===== src/logic/ar_indirect_defines.svh =====
// Constants of the auxiliary-register indirect address generator
`ifndef AR_INDIRECT_DEFINES_SVH
`define AR_INDIRECT_DEFINES_SVH
`define AG_ADDR_W 23
`define AG_WORD_W 16
`define AG_NPTR 8
`define AG_SEL_W 3
`define AG_STEP_SHORT 23'h0_0001
`define AG_STEP_LONG 23'h0_0002
`define AG_PTR_RST 23'h0_0000
`define AG_ZERO_SEL 3'h0
`endif


===== src/logic/ar_indirect_pkg.sv =====
// Types shared by the address generator and its bench
`include "ar_indirect_defines.svh"
package ar_indirect_pkg;
	typedef enum logic [2:0] {
		OP_PLAIN = 3'b000,
		OP_POST_INC = 3'b001,
		OP_POST_DEC = 3'b010,
		OP_POST_ADD = 3'b011,
		OP_BASE_K = 3'b100,
		OP_PRE_K = 3'b101
	} op_t;
	typedef enum logic [1:0] {
		ACC_WORD = 2'b00,
		ACC_LONG = 2'b01,
		ACC_BIT1 = 2'b10,
		ACC_BIT2 = 2'b11
	} access_t;
	typedef enum logic [1:0] {
		SP_DATA = 2'b00,
		SP_MMR = 2'b01,
		SP_RBIT = 2'b10,
		SP_IO = 2'b11
	} space_t;
endpackage


===== src/logic/ar_pointer_file.sv =====
// Extended pointer registers with registered, write-through read ports
`timescale 1ns/1ps
`include "ar_indirect_defines.svh"
module ar_pointer_file #(
	parameter int NPTR = `AG_NPTR,
	parameter int W = `AG_ADDR_W,
	parameter int NRD = 2
) (
	input wire logic i_core_clk,
	input wire logic i_srst,
	input wire logic i_we,
	input wire logic [$clog2(NPTR)-1:0] i_wsel,
	input wire logic [W-1:0] i_wdata,
	input wire logic [NRD-1:0][$clog2(NPTR)-1:0] i_rsel,
	output logic [NRD-1:0][W-1:0] o_rdata
);
	typedef struct packed {
		logic [NPTR-1:0][W-1:0] mem;
		logic [NRD-1:0][W-1:0] rd;
	} pf_st_t;

	pf_st_t s_q;
	pf_st_t s_d;
	logic [NRD-1:0][W-1:0] rd_next;

	// A write in the same cycle is passed straight to the read register
	for (genvar k = 0; k < NRD; k++) begin : g_rd
		assign rd_next[k] = (i_we && i_wsel == i_rsel[k]) ? i_wdata :
			s_q.mem[i_rsel[k]];
	end

	always_comb begin
		s_d = s_q;
		s_d.rd = rd_next;
		if (i_we) begin
			s_d.mem[i_wsel] = i_wdata;
		end
	end

	always_ff @(posedge i_core_clk) begin
		if (i_srst) begin
			s_q <= '0;
		end else begin
			s_q <= s_d;
		end
	end

	assign o_rdata = s_q.rd;
endmodule


===== src/logic/ar_indirect_address_gen.sv =====
// Single-pointer indirect operand address generation and pointer update
`timescale 1ns/1ps
`include "ar_indirect_defines.svh"
module ar_indirect_address_gen (
	input wire logic i_core_clk,
	input wire logic i_srst,
	input wire logic i_req_valid,
	input wire ar_indirect_pkg::op_t i_op,
	input wire logic [`AG_SEL_W-1:0] i_ptr_sel,
	input wire ar_indirect_pkg::access_t i_access,
	input wire ar_indirect_pkg::space_t i_space,
	input wire logic i_pointer_mode_select,
	input wire logic i_legacy_compat_mode,
	input wire logic [`AG_WORD_W-1:0] i_temp_reg_zero,
	input wire logic [`AG_WORD_W-1:0] i_ext_word,
	input wire logic i_ext_valid,
	input wire logic i_parallel,
	input wire logic i_ptr_ld_en,
	input wire logic [`AG_SEL_W-1:0] i_ptr_ld_sel,
	input wire logic [`AG_ADDR_W-1:0] i_ptr_ld_data,
	output logic o_addr_vld,
	output logic [`AG_ADDR_W-1:0] o_addr,
	output ar_indirect_pkg::space_t o_space,
	output logic o_fault
);
	import ar_indirect_pkg::*;

	typedef struct packed {
		logic vld;
		op_t op;
		logic [`AG_SEL_W-1:0] sel;
		access_t acc;
		space_t spc;
		logic mode;
		logic legacy;
		logic [`AG_WORD_W-1:0] tmp;
		logic [`AG_WORD_W-1:0] konst;
		logic ext_ok;
		logic par;
		logic out_vld;
		logic [`AG_ADDR_W-1:0] out_addr;
		space_t out_spc;
		logic out_fault;
	} ag_st_t;

	ag_st_t s_q;
	ag_st_t s_d;
	logic [1:0][`AG_ADDR_W-1:0] rd_data;
	logic [1:0][`AG_SEL_W-1:0] rd_sel;
	logic [`AG_ADDR_W-1:0] ptr_rd;
	logic [`AG_ADDR_W-1:0] zero_rd;
	logic is_k;
	logic bad;
	logic upd_we;
	logic [`AG_ADDR_W-1:0] upd_data;
	logic [`AG_ADDR_W-1:0] step;
	logic [`AG_ADDR_W-1:0] offset;
	logic [`AG_ADDR_W-1:0] addr;
	logic pf_we;
	logic [`AG_SEL_W-1:0] pf_wsel;
	logic [`AG_ADDR_W-1:0] pf_wdata;

	function automatic logic [`AG_ADDR_W-1:0] sext(
		input logic [`AG_WORD_W-1:0] v
	);
		return {{(`AG_ADDR_W - `AG_WORD_W){v[`AG_WORD_W-1]}}, v};
	endfunction

	assign ptr_rd = rd_data[0];
	assign zero_rd = rd_data[1];
	assign rd_sel[0] = i_ptr_sel;
	assign rd_sel[1] = `AG_ZERO_SEL;

	always_comb begin
		is_k = (s_q.op == OP_PRE_K) || (s_q.op == OP_BASE_K);
		// Long step for 32-bit words and bit pairs
		step = (s_q.acc == ACC_LONG || s_q.acc == ACC_BIT2) ?
			`AG_STEP_LONG : `AG_STEP_SHORT;
		// Constant from the extension; post-add source by legacy bit
		if (is_k) begin
			offset = sext(s_q.konst);
		end else if (s_q.legacy) begin
			offset = zero_rd;
		end else begin
			offset = sext(s_q.tmp);
		end
		// Constant operands: no I/O, need extension, never paired
		// Other operands belong to the control set only
		if (is_k) begin
			bad = (s_q.spc == SP_IO) || !s_q.ext_ok || s_q.par;
		end else begin
			bad = !s_q.mode;
		end
		addr = ptr_rd;
		upd_data = ptr_rd;
		upd_we = 1'b0;
		case (s_q.op)
			OP_PLAIN: begin
				upd_we = 1'b0;
			end
			OP_POST_INC: begin
				upd_we = 1'b1;
				upd_data = ptr_rd + step;
			end
			OP_POST_DEC: begin
				upd_we = 1'b1;
				upd_data = ptr_rd - step;
			end
			OP_POST_ADD: begin
				upd_we = 1'b1;
				upd_data = ptr_rd + offset;
			end
			OP_BASE_K: begin
				addr = ptr_rd + offset;
			end
			OP_PRE_K: begin
				upd_we = 1'b1;
				upd_data = ptr_rd + offset;
				addr = upd_data;
			end
			default: begin
				bad = 1'b1;
			end
		endcase
		upd_we = upd_we && s_q.vld && !bad;
	end

	// Write-back in the issue slot; a software load takes precedence
	assign pf_we = i_ptr_ld_en || upd_we;
	assign pf_wsel = i_ptr_ld_en ? i_ptr_ld_sel : s_q.sel;
	assign pf_wdata = i_ptr_ld_en ? i_ptr_ld_data : upd_data;

	ar_pointer_file #(
		.NPTR(`AG_NPTR),
		.W(`AG_ADDR_W),
		.NRD(2)
	) u_ptrs (
		.i_core_clk(i_core_clk),
		.i_srst(i_srst),
		.i_we(pf_we),
		.i_wsel(pf_wsel),
		.i_wdata(pf_wdata),
		.i_rsel(rd_sel),
		.o_rdata(rd_data)
	);

	always_comb begin
		s_d = s_q;
		s_d.vld = i_req_valid;
		if (i_req_valid) begin
			s_d.op = i_op;
			s_d.sel = i_ptr_sel;
			s_d.acc = i_access;
			s_d.spc = i_space;
			s_d.mode = i_pointer_mode_select;
			s_d.legacy = i_legacy_compat_mode;
			s_d.tmp = i_temp_reg_zero;
			s_d.konst = i_ext_word;
			s_d.ext_ok = i_ext_valid;
			s_d.par = i_parallel;
		end
		s_d.out_vld = s_q.vld && !bad;
		s_d.out_fault = s_q.vld && bad;
		if (s_q.vld) begin
			s_d.out_addr = addr;
			s_d.out_spc = s_q.spc;
		end
	end

	always_ff @(posedge i_core_clk) begin
		if (i_srst) begin
			s_q <= '0;
		end else begin
			s_q <= s_d;
		end
	end

	assign o_addr_vld = s_q.out_vld;
	assign o_addr = s_q.out_addr;
	assign o_space = s_q.out_spc;
	assign o_fault = s_q.out_fault;
endmodule


===== config.mk =====
export PLATFORM = sky130hd
export DESIGN_NAME = ar_indirect_address_gen
export DESIGN_NICKNAME = d
export VERILOG_FILES = /design/src/logic/ar_indirect_pkg.sv /design/src/logic/ar_pointer_file.sv /design/src/logic/ar_indirect_address_gen.sv
export VERILOG_INCLUDE_DIRS = /design/src /design/src/logic
export SDC_FILE = /design/constraint.sdc
export NUM_CORES = 1
export LEC_CHECK = 0
export BUFFER_PORTS_ARGS = -buffer_cell sky130_fd_sc_hd__buf_4
export CORE_MARGIN = 8
export CORE_UTILIZATION = 55
export CTS_BUF_LIST = sky130_fd_sc_hd__clkbuf_16
export CTS_CLUSTER_DIAMETER = 30
export DETAILED_ROUTE_END_ITERATION = 16
export PLACE_DENSITY_LB_ADDON = 0.12
export SYNTH_ARGS = -nofsm -noshare
export SYNTH_HDL_FRONTEND = slang
export SYNTH_HIERARCHICAL = 1
export SYNTH_SLANG_ARGS = --single-unit
export TNS_END_PERCENT = 50

===== constraint.sdc =====
create_clock -name i_core_clk -period 13.3 [get_ports i_core_clk]
set_input_delay 0.665 -clock i_core_clk [delete_from_list [all_inputs] [get_ports i_core_clk]]
set_output_delay 0.665 -clock i_core_clk [all_outputs]
set_load 0.005 [all_outputs]

# --- Word-level counts from Yosys, hierarchy flattened ---
# Cells that the tools add are included.
word_totals:
  regBits: 304
  inputBits: 76
  output_inout_bits: 27
op_classes:
  addsub: 3
  n_lt_le_gt_ge: 3
  eq_ne: 9
  mux: 17
  n_reduce_logical: 21
ops:
  columns: ["op", "count"]
  rows:
  - ["bitwise mux 184 bit", 1]
  - ["two-way mux 23 bit", 8]
  - ["binary-select mux 23 bit (select 3 bit)", 1]
  - ["demux 23 bit (select 3 bit)", 1]
  - ["case mux 23 bit (3 select lines)", 1]
  - ["adder 23 x 2 -> 23 bit", 1]
  - ["adder 23 bit", 1]
  - ["subtractor 23 x 2 -> 23 bit", 1]
  - ["< comparator 3 x 4 -> 1 bit, second input constant", 2]
  - ["logical AND 1 bit", 7]
  - ["== test 3 x 2 -> 1 bit, second input constant", 2]
  - ["== test 3 bit, second input constant", 2]
  - ["zero test 3 bit", 2]
  - ["OR reduction 6 bit", 1]
  - ["logical OR 1 bit", 5]
  - ["== test 2 bit, second input constant", 2]
  - ["OR reduction 2 bit", 2]
  - ["OR reduction 4 bit", 1]
  - ["== test 3 x 1 -> 1 bit, second input constant", 1]
  - ["== test 3 bit", 1]
  - ["greater-or-equal comparator 3 x 1 -> 1 bit, second input constant", 1]
  - ["zero test 1 bit", 3]
  - ["two-way mux 1 bit", 3]
  - ["two-way mux 3 bit", 1]
  - ["2 further kinds", 2]

# --- Depth between registers and ports, before layout ---
logic_depth:
  ltp_word: 10
  ltp_mapped: 19

# --- By module ---
# Netlist, hierarchy kept.
by_module_without_submodules:
  columns: ["mod", "n_inst", "cells_per_inst", "area_each_um2"]
  rows:
  - ["ar_pointer_file", 1, 1314, 11207.0]
  - ["ar_indirect_address_gen", 1, 808, 6237.2]

# --- Worst setup path before layout ---
# No wires, ideal clock.
synth_path:
  kind: "reg-to-reg"
  from: "register s_q[71] (netlist name)"
  to: "register u_ptrs.s_q, in the netlist u_ptrs/o_rdata[21]"
  setup_ps: 86
  arrival_time_ps: 4300
  setup_slack_ps: 8914
  stages_incl_launch_ff: 19
  path_buffers: 2
  path_cell_list: "dfxtp_1 -> clkbuf_1 -> or2b_2 -> nor2_1 -> nand2_1 -> inv_1 -> ha_1 -> nor2b_1 -> o21ai_1 -> a211oi_2 -> a2111oi_4 -> a21oi_2 -> a221o_1 -> a41oi_2 -> nand2_1 -> o211ai_2 -> clkbuf_1 -> nor2_1 -> a211oi_1"
synth_lines:
  columns: ["item", "line_no", "text"]
  rows:
  - ["end signal, assigned", "ar_pointer_file.sv:42", "s_q <= '0;"]
  - ["end signal, assigned", "ar_pointer_file.sv:44", "s_q <= s_d;"]
  - ["end, declared", "ar_pointer_file.sv:22", "pf_st_t s_q;"]

==> results.py <==
metrics = {
    "clocking": {
        "cts_buffer_depth": 3,
        "clk_pin_slew_ns": 0.05,
        "clkSinkCount": 303,
        "clk_latency_ns": 0.57,
        "h-tree-depth": 3,
        "cts_buffers": 74,
        "cts_root_buffer": "clkbuf_16",
        "cts_tree": "done",
        "cts_hold_buf": 0,
        "post_cts_resized": 0,
        "cts_setup_buffers": 0,
    },
    "synth": {
        "yosys.area.top_type": "dfxtp_1",
        "synth_most_common_cell": "nand2_1",
        "ys_warn_count": 6,
        "synth.distinct_cells": 74,
        "synth_cells": 2122,
        "yosys-top-cells-area": "dfxtp_1, nand2_1, mux2i_1, a21oi_1, mux4_2",
        "synthArstFlopShare_pct": 0,
        "yosysTopAreaCellShare_pct": 34.8,
        "synth_flop_cell": "dfxtp_1",
        "ys_top_cells_by_count": "nand2_1, dfxtp_1, a21oi_1, nor2_1, mux2i_1",
        "synth_seq_area_share_pct": 34.8,
        "synth.avg_cell_area_um2": 8.22,
        "netlist_area_um2": 17400,
        "synth-edff-count": 0,
        "synth_seq_cells": 303,
    },
    "timing": {
        "finalCritPeriodShare_pct": 40.9,
        "timing.fmax_mhz": 184,
        "setup_tns_ns": 0,
        "finalCriticalPeriod_ns": 5.44,
        "tightest_slew_ns": 1.28,
        "rsz0062_at_grt": "false",
        "finalSetupViolations": 0,
        "finalHoldViolCount": 0,
        "skew_ns": 0.0205,
        "drv_slew": 0,
        "relSlewSlack_pct": 14.8,
    },
    "critical_path": {
        "crit_chain": "nand2b_2, buf_4, nor2_1, a21oi_1, ha_1, a211oi_1, o21a_1, o21ai_0, nand4_1, a21oi_1, o22ai_1, mux2i_1, o211ai_1, a22oi_1, nor2_1, nor3_1",
        "cp-start-kind": "flop",
        "worstPathArrival_ns": 5.91,
        "rrSetupSlack_ns": 7.86,
        "critical-path-max-stage-delay_ns": 0.83,
        "required_ns": 13.77,
        "cp_max_fo": 58,
        "crit_type": "reg -> reg",
        "cp_slowest_cell": "a22oi_1",
        "cp-end-kind": "flop",
    },
    "routing": {
        "avgViaCountPerCell": 6.16,
        "dr.pass1.iters": 7,
        "wl_met2_um": 26400,
        "wl_met1_um": 23300,
        "met3_length_um": 4620,
        "routed.top_layer": "met4",
        "drt_iter0_drc": 1538,
        "drc": 0,
        "final_antenna_net_count": 0,
        "wl_per_cell_um": 22.2,
        "vias": 15725,
        "drt_wl_total_um": 56600,
    },
    "grt": {
        "overflow": 0,
        "antenna_found_initial": 0,
        "grt_pass1_vias": 15145,
        "grt_pass1_wl_um": 86500,
        "track_usage_pct": 28.8,
        "grt_max_degree": 118,
    },
    "placement": {
        "placed_cells": 2416,
        "gp_congestion": 0.953,
        "io_buffers": 101,
        "dp_hpwl_um": 36300,
    },
    "power": {
        "ir_drop_v": 0.000110,
        "cellPowerDensity_nw_per_um2": 159,
        "p_sw_share_pct": 25.6,
        "leakagePower_nw": 7.86,
        "p_seq_share_pct": 30.3,
        "clkPwrFrac_pct": 59.0,
        "combPwrFrac_pct": 10.7,
        "switching_power_mw": 0.822,
        "power.internal_mw": 2.39,
    },
    "floorplan": {
        "rows": 65,
        "initial_core_util_pct": 55.6,
        "dieArea_um2": 37700,
        "die_h_um": 194,
        "fp.dieW_um": 194,
        "ios": 103,
        "design.core.area_um2": 31400,
    },
    "outcome": {
        "outcome": "complete, no violations",
    },
    "job": {
        "max_cap_violations": 0,
    },
    "hold_path": {
        "worstHoldPathType": "in -> reg",
    },
    "final_layout": {
        "drive_gt1_share_pct": 15.0,
        "area_growth_syn_to_layout_pct": 15.6,
        "finish.net_count": 2212,
        "antennaDiodeCount": 0,
        "fin_cells": 2554,
    },
}
[power groups by stage]
stage,Sequential [mW],Clock [mW],Combinational [mW]
final,0.971,1.89,0.344
after global routing,0.973,1.97,0.368
after CTS,0.970,1.91,0.332
after detailed placement,0.986,0,0.331
after global placement,0.985,0,0.327
after floorplan,0.972,0,0.256
[flip-flops by register name, indices dropped and copies added (netlist names)]
register	flops
u_ptrs/s_q	184
o_addr	23
o_addr_vld	1
s_q	46
u_ptrs/o_rdata	46
o_space	2
o_fault	1
[cells by family (layout without fill, tap and decap cells)]
family / count (synthesis) / in the layout / synth area share (%)
muxes: 207 / 207 / 15.5
adders and majority gates: 46 / 46 / 3.39
DFF: 303 / 303 / 34.8
xor gates and xnor gates: 43 / 43 / 2.16
and+or+nand+nor: 754 / 754 / 17.7
other: 1 / 3 / 0.0215
buffers and inverters: 264 / 292 / 8.66
AOI/OAI and AO/OA: 504 / 504 / 17.8
[worst max-delay path, delay by kind of cell, from the launching register on]
family / cells / cell delay [ns]
buffers and inverters: 1 / 0.48
AO/OA/AOI/OAI: 8 / 2.60
flip-flops: 1 / 0.76
AND/OR/NAND/NOR: 5 / 0.84
adder cells (fa/ha/maj): 1 / 0.37
multiplexers: 1 / 0.25
[worst paths after layout]
path / start / endpoint / cells past startpoint
worst max-delay path: s_q[71] / u_ptrs/o_rdata[45] / 16
worst min-delay path: i_legacy_compat_mode / s_q[61] / 3
worst max register to register: s_q[71] / u_ptrs/o_rdata[45] / 16
worst min register to register: u_ptrs/s_q[179] / u_ptrs/s_q[179] / 2
[layout make-up]
class,instances,area (µm²)
fillers,2639,11200
multi-input cells,1557,9880
flip-flops and latches,303,6070
clock buffers,77,1930
repair buffers,134,1010
clock inverters,61,711
well taps,402,503
inverters,20,75.1
[stage by stage]
step | instance area, µm² | util, % | setup slack, ns | total power, mW | hold WS [ns]
global route | 20200 | 64.3 | 7.51 | 3.31 | 0.338
CTS | 20200 | 64.3 | 7.95 | 3.21 | 0.314
detailed placement | 17500 | 55.9 | 7.99 | 1.32 | 0.457
floorplan | 17500 | - | 8.91 | 1.23 | 0.440
global placement | 17500 | 55.9 | 8.01 | 1.31 | 0.446
finish | 20200 | 64.3 | 7.86 | 3.21 | 0.330
[routing by layer]
layer	vias up	GRT usage, %
li1	7337	-
met1	7506	35.9
met2	735	47.3
met3	147	6.02
met4	0	13.4
met5	-	0
[cells in the final DEF, fill, tap and decap left out, types with 4 or more instances in the layout]
| cell | netlist | final |
|---|---|---|
| dfxtp_1 | 303 | 303 |
| inv_6 | 0 | 7 |
| xnor2_1 | 29 | 29 |
| bufinv_16 | 0 | 14 |
| a211oi_1 | 57 | 57 |
| nand3_1 | 13 | 13 |
| clkinv_1 | 0 | 12 |
| mux4_2 | 40 | 40 |
| o21a_1 | 9 | 9 |
| mux4_1 | 8 | 8 |
| a222oi_1 | 4 | 4 |
| buf_4 | 74 | 133 |
| nand2b_1 | 10 | 9 |
| xor2_1 | 14 | 14 |
| mux2_2 | 5 | 5 |
| ha_1 | 44 | 44 |
| nand2_1 | 453 | 453 |
| o21ai_1 | 3 | 4 |
| o22ai_1 | 48 | 48 |
| nor3_1 | 51 | 51 |
| a31oi_1 | 5 | 5 |
| o211ai_1 | 9 | 9 |
| clkbuf_16 | 0 | 77 |
| a21oi_1 | 268 | 268 |
| o21bai_1 | 8 | 8 |
| a21o_1 | 12 | 12 |
| nor2_1 | 177 | 177 |
| nor2b_1 | 12 | 12 |
| inv_1 | 20 | 26 |
| a221oi_1 | 9 | 9 |
| a311oi_1 | 13 | 13 |
| clkinvlp_4 | 0 | 7 |
| nand4_1 | 7 | 7 |
| clkinv_2 | 0 | 12 |
| o21ai_0 | 23 | 22 |
| and3_1 | 7 | 7 |
| mux2i_1 | 154 | 154 |
Power figures use the tool's default switching activity.
